[src/verilog/gfm_consts.svh]
`ifndef GFM_CONSTS_SVH
`define GFM_CONSTS_SVH
`define GFM_NPINS        5
`define GFM_FUNC_W       4
`define GFM_F_DISABLED   4'h0
`define GFM_F_OUTPUT     4'h1
`define GFM_F_INPUT      4'h2
`define GFM_F_NETSTAT    4'h3
`define GFM_F_POS_SUPPLY 4'h4
`define GFM_F_TX_BURST   4'h5
`define GFM_F_DATA_RDY   4'h6
`define GFM_F_AID_SYNC   4'h7
`define GFM_F_SIM_DET    4'h8
`define GFM_PIN1_RST     4'h0
`define GFM_PIN2_RST     4'h4
`define GFM_PIN3_RST     4'h6
`define GFM_PIN4_RST     4'h7
`define GFM_PIN5_RST     4'h8
`define GFM_NS_HOME      2'h0
`define GFM_NS_ROAM      2'h1
`define GFM_NS_DATA      2'h2
`define GFM_NS_NOSVC     2'h3
`define GFM_NS_SLOW_HALF 24'h5F5E10
`define GFM_NS_FAST_HALF 24'h17D784
`define GFM_NS_BLINK_ON  24'h02FAF0
`endif

[src/verilog/gfm_pkg.sv]
`include "gfm_consts.svh"
package gfm_pkg;
  typedef logic [`GFM_FUNC_W-1:0] gfm_func_t;
  typedef struct packed {
    logic [`GFM_NPINS-1:0] out;
    logic [`GFM_NPINS-1:0] oe;
    logic [`GFM_NPINS-1:0] pd;
  } gfm_pad_s;
  typedef struct packed {
    logic      valid;
    logic [2:0] pin;
    gfm_func_t func;
  } gfm_cfg_s;
  typedef struct packed {
    logic [23:0] cnt;
    logic        lvl;
  } gfm_ns_state_s;
endpackage : gfm_pkg

[src/verilog/gfm_netstat.sv]
`timescale 1ns/1ps
module gfm_netstat
  import gfm_pkg::*;
(
  // clock and reset
  input  wire logic       clk,
  input  wire logic       reset,
  // network state
  input  wire logic [1:0] net_state,
  // indicator level
  output logic            ns_level
);
  gfm_ns_state_s st_r;
  gfm_ns_state_s st_nxt;

  // home: slow blink, roaming: fast blink, data: steady on, no service: short flash
  always_comb begin
    logic [23:0] lim;
    lim = `GFM_NS_SLOW_HALF;
    st_nxt = st_r;
    case (net_state)
      `GFM_NS_HOME:  lim = `GFM_NS_SLOW_HALF;
      `GFM_NS_ROAM:  lim = `GFM_NS_FAST_HALF;
      `GFM_NS_DATA:  lim = `GFM_NS_SLOW_HALF;
      default:       lim = st_r.lvl ? `GFM_NS_BLINK_ON : `GFM_NS_SLOW_HALF;
    endcase
    if (st_r.cnt >= lim - 24'h000001) begin
      st_nxt.cnt = 24'h000000;
      st_nxt.lvl = ~st_r.lvl;
    end else begin
      st_nxt.cnt = st_r.cnt + 24'h000001;
    end
    if (net_state == `GFM_NS_DATA) begin
      st_nxt.lvl = 1'b1;
    end
  end

  always_ff @(posedge clk) begin
    if (reset) begin
      st_r <= '0;
    end else begin
      st_r <= st_nxt;
    end
  end

  assign ns_level = st_r.lvl;
endmodule : gfm_netstat

[src/verilog/gfm_mux.sv]
`timescale 1ns/1ps
// Functional notes
// - five pins, each an input, an output or a special function not held by another pin.
// - pin one in burst mode is high while a transmit burst is in progress.
// - positioning supply pin is driven high while mode is 1, else tri-state with pull-down.
// - positioning supply defaults to pin two and may move to pins one, three, four or five.
// - data ready pin is sensed for wake-up while mode is 1, else tri-state with pull-down.
// - aiding sync pin outputs the timing signal while mode is 1, else tri-state with pull-down.
// - any pin may show one of four network states.
// - an input pin's level is readable by the host.
// - an output pin drives the written level and its pad level is readable.
// - a disabled pin is tri-stated with pull-down and does nothing.
// - pin one resets disabled; allowed: output, input, network, supply, burst.
// - pin two resets to supply; allowed: output, input, network, disabled.
// - pin three resets to data ready; allowed: output, input, network, supply, disabled.
// - pin four resets to aiding sync; allowed: output, input, network, supply, disabled.
// - pin five resets to SIM detect; allowed: output, input, network, supply, disabled.
module gfm_mux
  import gfm_pkg::*;
(
  // clock and reset
  input  wire logic                  clk,
  input  wire logic                  reset,
  // pin function config command
  input  wire logic                  cfg_wr,
  input  wire logic [2:0]            cfg_pin,
  input  wire gfm_func_t             cfg_func,
  // level write command
  input  wire logic                  lvl_wr,
  input  wire logic [2:0]            lvl_pin,
  input  wire logic                  lvl_val,
  // positioning mode and device events
  input  wire logic                  pos_mode,
  input  wire logic                  tx_burst,
  input  wire logic                  sync_pulse,
  input  wire logic [1:0]            net_state,
  // pad inputs
  input  wire logic [4:0]            mpin_in,
  // pad controls
  output gfm_pad_s                   pad,
  // host-visible state
  output logic [4:0]                 pin_level,
  output logic                       cfg_ack,
  output logic                       cfg_rej,
  output logic                       wake_req,
  output logic                       sim_present,
  output logic [19:0]                pin_func
);
  typedef struct packed {
    gfm_func_t [4:0] func;
    logic [4:0]      wlvl;
    gfm_pad_s        pad;
    logic [4:0]      lvl;
    logic            ack;
    logic            rej;
    logic            wake;
    logic            sim;
  } gfm_state_s;

  gfm_state_s st_r;
  gfm_state_s st_nxt;
  logic       ns_level;

  gfm_netstat u_ns (
    .clk       (clk),
    .reset     (reset),
    .net_state (net_state),
    .ns_level  (ns_level)
  );

  function automatic logic allowed(input logic [2:0] p, input gfm_func_t f);
    logic ok;
    ok = 1'b0;
    case (f)
      `GFM_F_OUTPUT, `GFM_F_INPUT, `GFM_F_NETSTAT, `GFM_F_POS_SUPPLY: ok = 1'b1;
      `GFM_F_DISABLED: ok = 1'b1;
      `GFM_F_TX_BURST: ok = (p == 3'h0);
      `GFM_F_DATA_RDY: ok = (p == 3'h2);
      `GFM_F_AID_SYNC: ok = (p == 3'h3);
      `GFM_F_SIM_DET:  ok = (p == 3'h4);
      default:         ok = 1'b0;
    endcase
    return ok;
  endfunction : allowed

  always_comb begin
    logic dup;
    logic spec;
    logic wk;
    logic sm;
    dup = 1'b0;
    wk  = 1'b0;
    sm  = 1'b0;
    st_nxt = st_r;
    st_nxt.ack = 1'b0;
    st_nxt.rej = 1'b0;
    spec = (cfg_func >= `GFM_F_POS_SUPPLY);
    for (int i = 0; i < 5; i++) begin
      if (spec && st_r.func[i] == cfg_func && i != int'(cfg_pin)) begin
        dup = 1'b1;
      end
    end
    if (cfg_wr) begin
      if (cfg_pin < 3'h5 && allowed(cfg_pin, cfg_func) && !dup) begin
        st_nxt.func[cfg_pin] = cfg_func;
        st_nxt.ack = 1'b1;
      end else begin
        st_nxt.rej = 1'b1;
      end
    end
    if (lvl_wr && lvl_pin < 3'h5) begin
      st_nxt.wlvl[lvl_pin] = lvl_val;
    end
    for (int i = 0; i < 5; i++) begin
      st_nxt.pad.out[i] = 1'b0;
      st_nxt.pad.oe[i]  = 1'b0;
      st_nxt.pad.pd[i]  = 1'b1;
      case (st_r.func[i])
        `GFM_F_OUTPUT: begin
          st_nxt.pad.out[i] = st_r.wlvl[i];
          st_nxt.pad.oe[i]  = 1'b1;
          st_nxt.pad.pd[i]  = 1'b0;
        end
        `GFM_F_INPUT: begin
          st_nxt.pad.pd[i] = 1'b0;
        end
        `GFM_F_NETSTAT: begin
          st_nxt.pad.out[i] = ns_level;
          st_nxt.pad.oe[i]  = 1'b1;
          st_nxt.pad.pd[i]  = 1'b0;
        end
        `GFM_F_TX_BURST: begin
          st_nxt.pad.out[i] = tx_burst;
          st_nxt.pad.oe[i]  = 1'b1;
          st_nxt.pad.pd[i]  = 1'b0;
        end
        `GFM_F_POS_SUPPLY: begin
          st_nxt.pad.out[i] = pos_mode;
          st_nxt.pad.oe[i]  = pos_mode;
          st_nxt.pad.pd[i]  = ~pos_mode;
        end
        `GFM_F_DATA_RDY: begin
          st_nxt.pad.pd[i] = ~pos_mode;
          wk = wk | (pos_mode & mpin_in[i]);
        end
        `GFM_F_AID_SYNC: begin
          st_nxt.pad.out[i] = pos_mode & sync_pulse;
          st_nxt.pad.oe[i]  = pos_mode;
          st_nxt.pad.pd[i]  = ~pos_mode;
        end
        `GFM_F_SIM_DET: begin
          st_nxt.pad.pd[i] = 1'b0;
          sm = mpin_in[i];
        end
        default: begin
        end
      endcase
    end
    st_nxt.lvl  = mpin_in;
    st_nxt.wake = wk;
    st_nxt.sim  = sm;
  end

  always_ff @(posedge clk) begin
    if (reset) begin
      st_r      <= '0;
      st_r.func <= {`GFM_PIN5_RST, `GFM_PIN4_RST, `GFM_PIN3_RST,
                    `GFM_PIN2_RST, `GFM_PIN1_RST};
      st_r.pad.pd <= 5'h1F;
    end else begin
      st_r <= st_nxt;
    end
  end

  assign pad         = st_r.pad;
  assign pin_level   = st_r.lvl;
  assign cfg_ack     = st_r.ack;
  assign cfg_rej     = st_r.rej;
  assign wake_req    = st_r.wake;
  assign sim_present = st_r.sim;
  assign pin_func    = st_r.func;

  burst_follow_a: assert property (@(posedge clk) disable iff (reset)
    st_r.func[0] == `GFM_F_TX_BURST |=> pad.out[0] == $past(tx_burst))
    else $error("burst pin does not follow burst");
  supply_drive_a: assert property (@(posedge clk) disable iff (reset)
    (pin_func[7:4] == `GFM_F_POS_SUPPLY && $stable(pin_func)) |=>
      (pad.oe[1] == $past(pos_mode) && pad.pd[1] != $past(pos_mode)))
    else $error("supply pin drive wrong");
  reject_bad_a: assert property (@(posedge clk) disable iff (reset)
    (cfg_wr && cfg_pin == 3'h1 && cfg_func == `GFM_F_TX_BURST) |=> cfg_rej && $stable(pin_func))
    else $error("illegal selection accepted");
  cfg_apply_a: assert property (@(posedge clk) disable iff (reset)
    cfg_ack |-> pin_func[$past(cfg_pin)*4 +: 4] == $past(cfg_func))
    else $error("accepted config not applied");
  disabled_pad_a: assert property (@(posedge clk) disable iff (reset)
    (pin_func[3:0] == `GFM_F_DISABLED)[*2] |-> !pad.oe[0] && pad.pd[0])
    else $error("disabled pin not floating with pull-down");
  output_lvl_a: assert property (@(posedge clk) disable iff (reset)
    (pin_func[7:4] == `GFM_F_OUTPUT && lvl_wr && lvl_pin == 3'h1 && !cfg_wr &&
      $stable(pin_func)) |=> ##1 pad.out[1] == $past(lvl_val, 2))
    else $error("output level not driven");
  input_read_a: assert property (@(posedge clk) disable iff (reset)
    ##1 pin_level == $past(mpin_in))
    else $error("pin level not sampled");
  wake_gate_a: assert property (@(posedge clk) disable iff (reset)
    !$past(pos_mode) |-> !wake_req)
    else $error("wake without positioning mode");
  sync_drive_a: assert property (@(posedge clk) disable iff (reset)
    pin_func[15:12] == `GFM_F_AID_SYNC |=> pad.oe[3] == $past(pos_mode) &&
      pad.out[3] == ($past(pos_mode) && $past(sync_pulse)) && pad.pd[3] != $past(pos_mode))
    else $error("sync pin drive wrong");
  netstat_out_a: assert property (@(posedge clk) disable iff (reset)
    pin_func[3:0] == `GFM_F_NETSTAT |=> pad.oe[0] && pad.out[0] == $past(ns_level))
    else $error("network status pin wrong");
  wake_on_a: assert property (@(posedge clk) disable iff (reset)
    (pin_func[11:8] == `GFM_F_DATA_RDY && pos_mode && mpin_in[2]) |=> wake_req)
    else $error("data ready did not wake");
  sim_follow_a: assert property (@(posedge clk) disable iff (reset)
    pin_func[19:16] == `GFM_F_SIM_DET |=> sim_present == $past(mpin_in[4]))
    else $error("card presence not followed");
endmodule : gfm_mux

[config.mk]
export PLATFORM = sky130hd
export DESIGN_NAME = gfm_mux
export DESIGN_NICKNAME = d
export VERILOG_FILES = /design/src/verilog/gfm_pkg.sv /design/src/verilog/gfm_netstat.sv /design/src/verilog/gfm_mux.sv
export VERILOG_INCLUDE_DIRS = /design/src /design/src/verilog
export SDC_FILE = /design/constraint.sdc
export NUM_CORES = 1
export LEC_CHECK = 0
export BUFFER_PORTS_ARGS = -buffer_cell sky130_fd_sc_hd__buf_2
export CORE_MARGIN = 4
export CORE_UTILIZATION = 52
export CTS_BUF_LIST = sky130_fd_sc_hd__clkbuf_8 sky130_fd_sc_hd__clkbuf_16
export DETAILED_ROUTE_END_ITERATION = 8
export GPL_TIMING_DRIVEN = 0
export PLACE_DENSITY = 0.83
export SYNTH_ARGS = -nofsm -noshare
export SYNTH_HDL_FRONTEND = slang
export SYNTH_SLANG_ARGS = --single-unit
[constraint.sdc]
create_clock -name clk -period 2.7 [get_ports clk]
set_input_delay 0.27 -clock clk [delete_from_list [all_inputs] [get_ports clk]]
set_output_delay 0.27 -clock clk [all_outputs]
set_load 0.01 [all_outputs]
## Word-level counts from Yosys, hierarchy flattened

Index checks and enable logic that the tools add are counted.

- Bits in registers: 74
- Input port bits: 25
- Output and inout port bits: 44
- Logic and storage cells: 191

- Add/subtract/negate cells: 2
- $lt $le $gt $ge: 8
- Eq/ne operators: 62
- Mux-type cells: 44
- Bitwise logic cells: 13
- Reduce and logical (&&, ||, !) cells: 46

Operator list:

| kind | count |
|---|---|
| == test 4 x 3 -> 1 bit (second input constant) | 24 |
| == test 4 x 2 -> 1 bit (second input constant) | 12 |
| case mux 24 bit (2 select lines) | 1 |
| case mux 1 bit (5 select lines) | 6 |
| OR reduction 3 bit | 10 |
| OR reduction 5 bit | 6 |
| adder 24 x 1 -> 24 bit (second input constant) | 1 |
| == test 4 x 1 -> 1 bit (second input constant) | 6 |
| == test 4 bit (second input constant) | 6 |
| >= comparator 24 bit | 1 |
| subtractor 24 x 1 -> 24 bit (second input constant) | 1 |
| 2-to-1 mux 23 bit | 1 |
| 2-to-1 mux 1 bit | 21 |
| bitwise mux 20 bit | 1 |
| == test 4 bit | 5 |
| case mux 1 bit (2 select lines) | 10 |
| OR reduction 2 bit | 8 |
| logical AND 1 bit | 15 |
| demux 4 bit (select 3 bit) | 1 |
| != test 3 bit (first input constant) | 3 |
| < comparator 3 x 4 -> 1 bit (second input constant) | 2 |
| AND 1 bit | 6 |
| == test 3 x 2 -> 1 bit (second input constant) | 2 |
| >= comparator 3 x 1 -> 1 bit (second input constant) | 2 |
| other kinds (18) | 24 |

## Depth between registers and ports, before layout

- Depth in word-level cells: 11
- Depth in mapped cells: 12
- Gate-level depth less buffers: 10

## Modules after synthesis

A second synthesis with hierarchy kept.

- Cells, all modules: 526
- Area, all modules: 4643.2 µm²

By module, submodules not included:

| module | times used | cells each | area each (µm²) |
|---|---|---|---|
| gfm_mux | 1 | 349 | 3046.7 |
| gfm_netstat | 1 | 177 | 1596.5 |

## Worst setup path after synthesis

OpenSTA, ideal clock, no wires.

- Path type: reg2reg
- Start point: register u_ns.st_r (netlist bit u_ns.ns_level)
- End point: register u_ns.st_r[24] (netlist name)
- Arrival: 2.538 ns
- Data required time: 2.638 ns
- Setup slack: 0.100 ns
- Stages on the path, launching flop included: 13
- Path buffers: 3
- Cells stage by stage: dfxtp_1 clkbuf_1 nand3_1 inv_1 ha_1 a31o_1 a21o_1 a2111oi_4 o221ai_2 or2_1 buf_6 buf_8 nor2_4

- Cells in the longest elaborated chain, start to end: 5

RTL lines:

| element | line | text |
|---|---|---|
| from (decl) | gfm_netstat.sv:13 | `gfm_ns_state_s st_r;` |
| from (signal assigned) | gfm_netstat.sv:42 | `st_r <= st_nxt;` |
| 2-to-1 mux 23 bit (no line) | -- |  |
| case mux 24 bit (2 select lines) | gfm_netstat.sv:21 | `case (net_state)` |
| subtractor 24 x 1 -> 24 bit | gfm_netstat.sv:27 | `if (st_r.cnt >= lim - 24'h000001) begin` |
| >= comparator 24 bit | gfm_netstat.sv:27 |  |
| OR reduction 2 bit (no line) | -- |  |

No other way between the ends.
A chain may end at the register's enable or synchronous reset.

## Worst setup path in the final report

- Start point: register u_ns.st_r (netlist bit u_ns.ns_level)
- End point: register u_ns.st_r[17] (netlist name)

The elaborated chain is that of the path after synthesis.

==> flow_metrics.tcl <==
set metrics [dict create \
    clk_latency_ps 360 \
    wirelength_mm 11.2 \
    synth_area_leader_cell "dfxtp_1" \
    p_sw_w 0.000627 \
    area_growth_pct 15.2 \
    hold_buffers 0 \
    diodes 0 \
    start_util_pct 53.7 \
    synth_edf_count 0 \
    endpoint_kind "flip-flop" \
    finClkSkew_ps 11.2 \
    p_clk_share_pct 42.7 \
    clock_sinks 74 \
    grt_pass1_wl_mm 17.8 \
    drt_pre_antenna_iters 7 \
    yosysTopAreaCellShare_pct 31.5 \
    io_pins 69 \
    grt_pass1_vias 3660 \
    root_buffer "clkbuf_8" \
    wire_per_inst_um 15.6 \
    worst_ir_drop_vdd_uv 297 \
    dieArea_sq_um 10600 \
    htree_num_levels 3 \
    final-hold-violation-count 0 \
    synth_cells 533 \
    rsz0062_at_grt "false" \
    switching_share_pct 25.3 \
    grt_start_max_net_pins 14 \
    p_int_w 0.00186 \
    async_reset_ff_share_pct 0 \
    slew_violations 0 \
    dp_hpwl_mm 8.38 \
    ys_types 60 \
    gp_congestion 0.920 \
    cts.clk_slew.worst_paths_ps 80 \
    drv_cap 0 \
    worst_pin_slew_ps 613 \
    synth-seq-cells 74 \
    vias_per_cell 5.51 \
    rows 34 \
    sequentialPowerShare_pct 45.4 \
    synth_flop_cell "dfxtp_1" \
    cts.path.max_buffers 2 \
    critPathMaxFanout 10 \
    vias 3977 \
    fill_cells 738 \
    fin_crit_sh_pct 96.2 \
    cts_made_buffers 9 \
    tns_ps 0 \
    drive_above_1_share_pct 29.3 \
    p_leak_nw 2.31 \
    ys_top_cells_by_area "dfxtp_1 31%, buf_4 7.2%, xor2_1 5.0%" \
    grt_usage_pct 21.5 \
    drtIter0Drc 244 \
    critPathRequiredTime_ps 3000 \
    total_power_w 0.00248 \
    antenna_found_initial 1 \
    slew_headroom_pct 59.2 \
    yosysSeqAreaShare_pct 31.5 \
    status "complete, no violations" \
    timing.fmax_mhz 385 \
    nNetsFinal 652 \
    ys.warnings.count 0 \
    drc 0 \
    synth.avg_cell_area_sq_um 8.83 \
    worstPathArrival_ps 2900 \
    startpoint_type "flip-flop" \
    syn_area_sq_um 4710 \
    hold_class "input pin to flip-flop" \
    setup_viol 0 \
    grt-ovfl-total 0 \
    core-area_sq_um 8760 \
    syn_nets 576 \
    die_x_um 103 \
    pwr_density_cell_nw_per_um2 458 \
    combPwrFrac_pct 11.9 \
    worstSetupPathType "flip-flop to flip-flop" \
    portBuffers 63 \
    ant_nets 0 \
    die_y_um 103 \
    cts_tree "yes" \
    fin_crit_ps 2600 \
]
path summary, 6_finish.rpt:
path	startpoint	endpoint	slack, ps	depth (start not counted)
worst max-delay path	u_ns.ns_level	u_ns.st_r[17]	100	11
worst min register to register	u_ns.st_r[1]	u_ns.st_r[1]	460	1
worst max register to register	u_ns.ns_level	u_ns.st_r[17]	100	11
worst min-delay path	mpin_in[2]	pin_level[2]	150	2
layout make-up:
type | count | area (sq um) | area share, %
clock buffers | 9 | 124 | 2.28
flip-flops and latches | 74 | 1490 | 27.4
clock inverters | 7 | 118 | 2.17
repair buffers | 66 | 338 | 6.23
inverters | 15 | 56.3 | 1.04
multi-input cells | 367 | 2650 | 48.9
plain buffers | 76 | 513 | 9.46
well taps | 108 | 135 | 2.49
cells by family after synthesis:
kind of cell,synth area share (%)
buffers and inverters,12.2
muxes,7.28
DFF,31.5
AOI/OAI and AO/OA,10.2
adders and majority gates,4.78
and+or+nand+nor,26.0
xor gates and xnor gates,8.00
other,0.160
layout by cell type, fill, tap and decap left out, types with 18 or more instances in the layout:
master | synthesis | layout
dfxtp_1 | 74 | 73
buf_2 | 7 | 70
buf_4 | 45 | 48
nor2_1 | 47 | 47
xor2_1 | 27 | 27
mux2i_1 | 23 | 23
nand2_1 | 20 | 20
a21oi_1 | 20 | 20
clkbuf_1 | 20 | 19
nor3_1 | 18 | 18
nand2b_1 | 18 | 18
nor2_4 | 18 | 18
ha_1 | 18 | 18
timing repair:
item | CTS | global route
pin swaps | 0 | 0
resized for setup | 2 | 1
setup endpoints to repair | 25 | 20
buffers inserted | 0 | 3
power groups by stage:
stage | sequential, W | combinational (W) | clock (W)
after floorplan | 0.00115 | 0.000203 | 0
after global placement | 0.00115 | 0.000278 | 0
after detailed placement | 0.00115 | 0.000289 | 0
after CTS | 0.00113 | 0.000288 | 0.00106
after global routing | 0.00113 | 0.000321 | 0.00111
final | 0.00113 | 0.000296 | 0.00106
layer usage:
metal	share of wire (%)	routed length (um)	vias up	track usage, %
li1	-	-	1940	-
met1	43	4870	1862	28.2
met2	47	5310	149	34.4
met3	7.2	805	24	5.01
met4	2.2	243	2	7.77
met5	0.12	13	-	0
cell usage after synthesis, drive strengths merged, types with 2 or more instances:
cell type	number
nor2b	11
conb	2
inv	15
a22oi	2
mux2i	23
o22ai	6
nand3b	2
nand4	9
ha	18
a32oi	3
mux2	4
nor4b	4
dfxtp	74
a21o	3
nor3b	5
mux4	3
nor4	9
and3	6
and4	2
buf	57
nor2	69
nand2b	18
xnor2	16
a21oi	20
nand3	17
nand2	20
nor3	18
xor2	27
o21ai	19
or2	3
and2	6
o21a	2
a211oi	5
a31oi	2
clkbuf	20
metrics by stage:
| step | util [%] | area, sq um | std cells | setup WS [ps] | hold slack, ps |
|---|---|---|---|---|---|
| after floorplan | - | 4710 | 533 | 100 | 396 |
| after global placement | 58.9 | 5160 | 704 | -247 | 431 |
| after detailed placement | 58.9 | 5160 | 704 | -338 | 448 |
| after CTS | 61.6 | 5400 | 719 | 17.9 | 152 |
| after global routing | 61.9 | 5420 | 722 | 6.68 | 164 |
| final | 61.9 | 5420 | 722 | 103 | 155 |
flip-flops by register name, summed over array words and instances, names as in the netlist:
name           flops
cfg_ack            1
cfg_rej            1
pad               15
pin_func          20
pin_level          5
sim_present        1
st_r               5
u_ns.ns_level      1
u_ns.st_r         24
wake_req           1
worst max-delay path, stage by stage (launching register included):
cell and delay, ps:
dfxtp_4 390, nand3_1 110, inv_2 130, ha_1 260, a31o_1 230, a21o_1 200, a2111oi_4 370, o221ai_2 180
or2_1 260, buf_6 140, buf_8 160, nor2_4 100
Note: power is estimated with default switching activity, not from simulation.
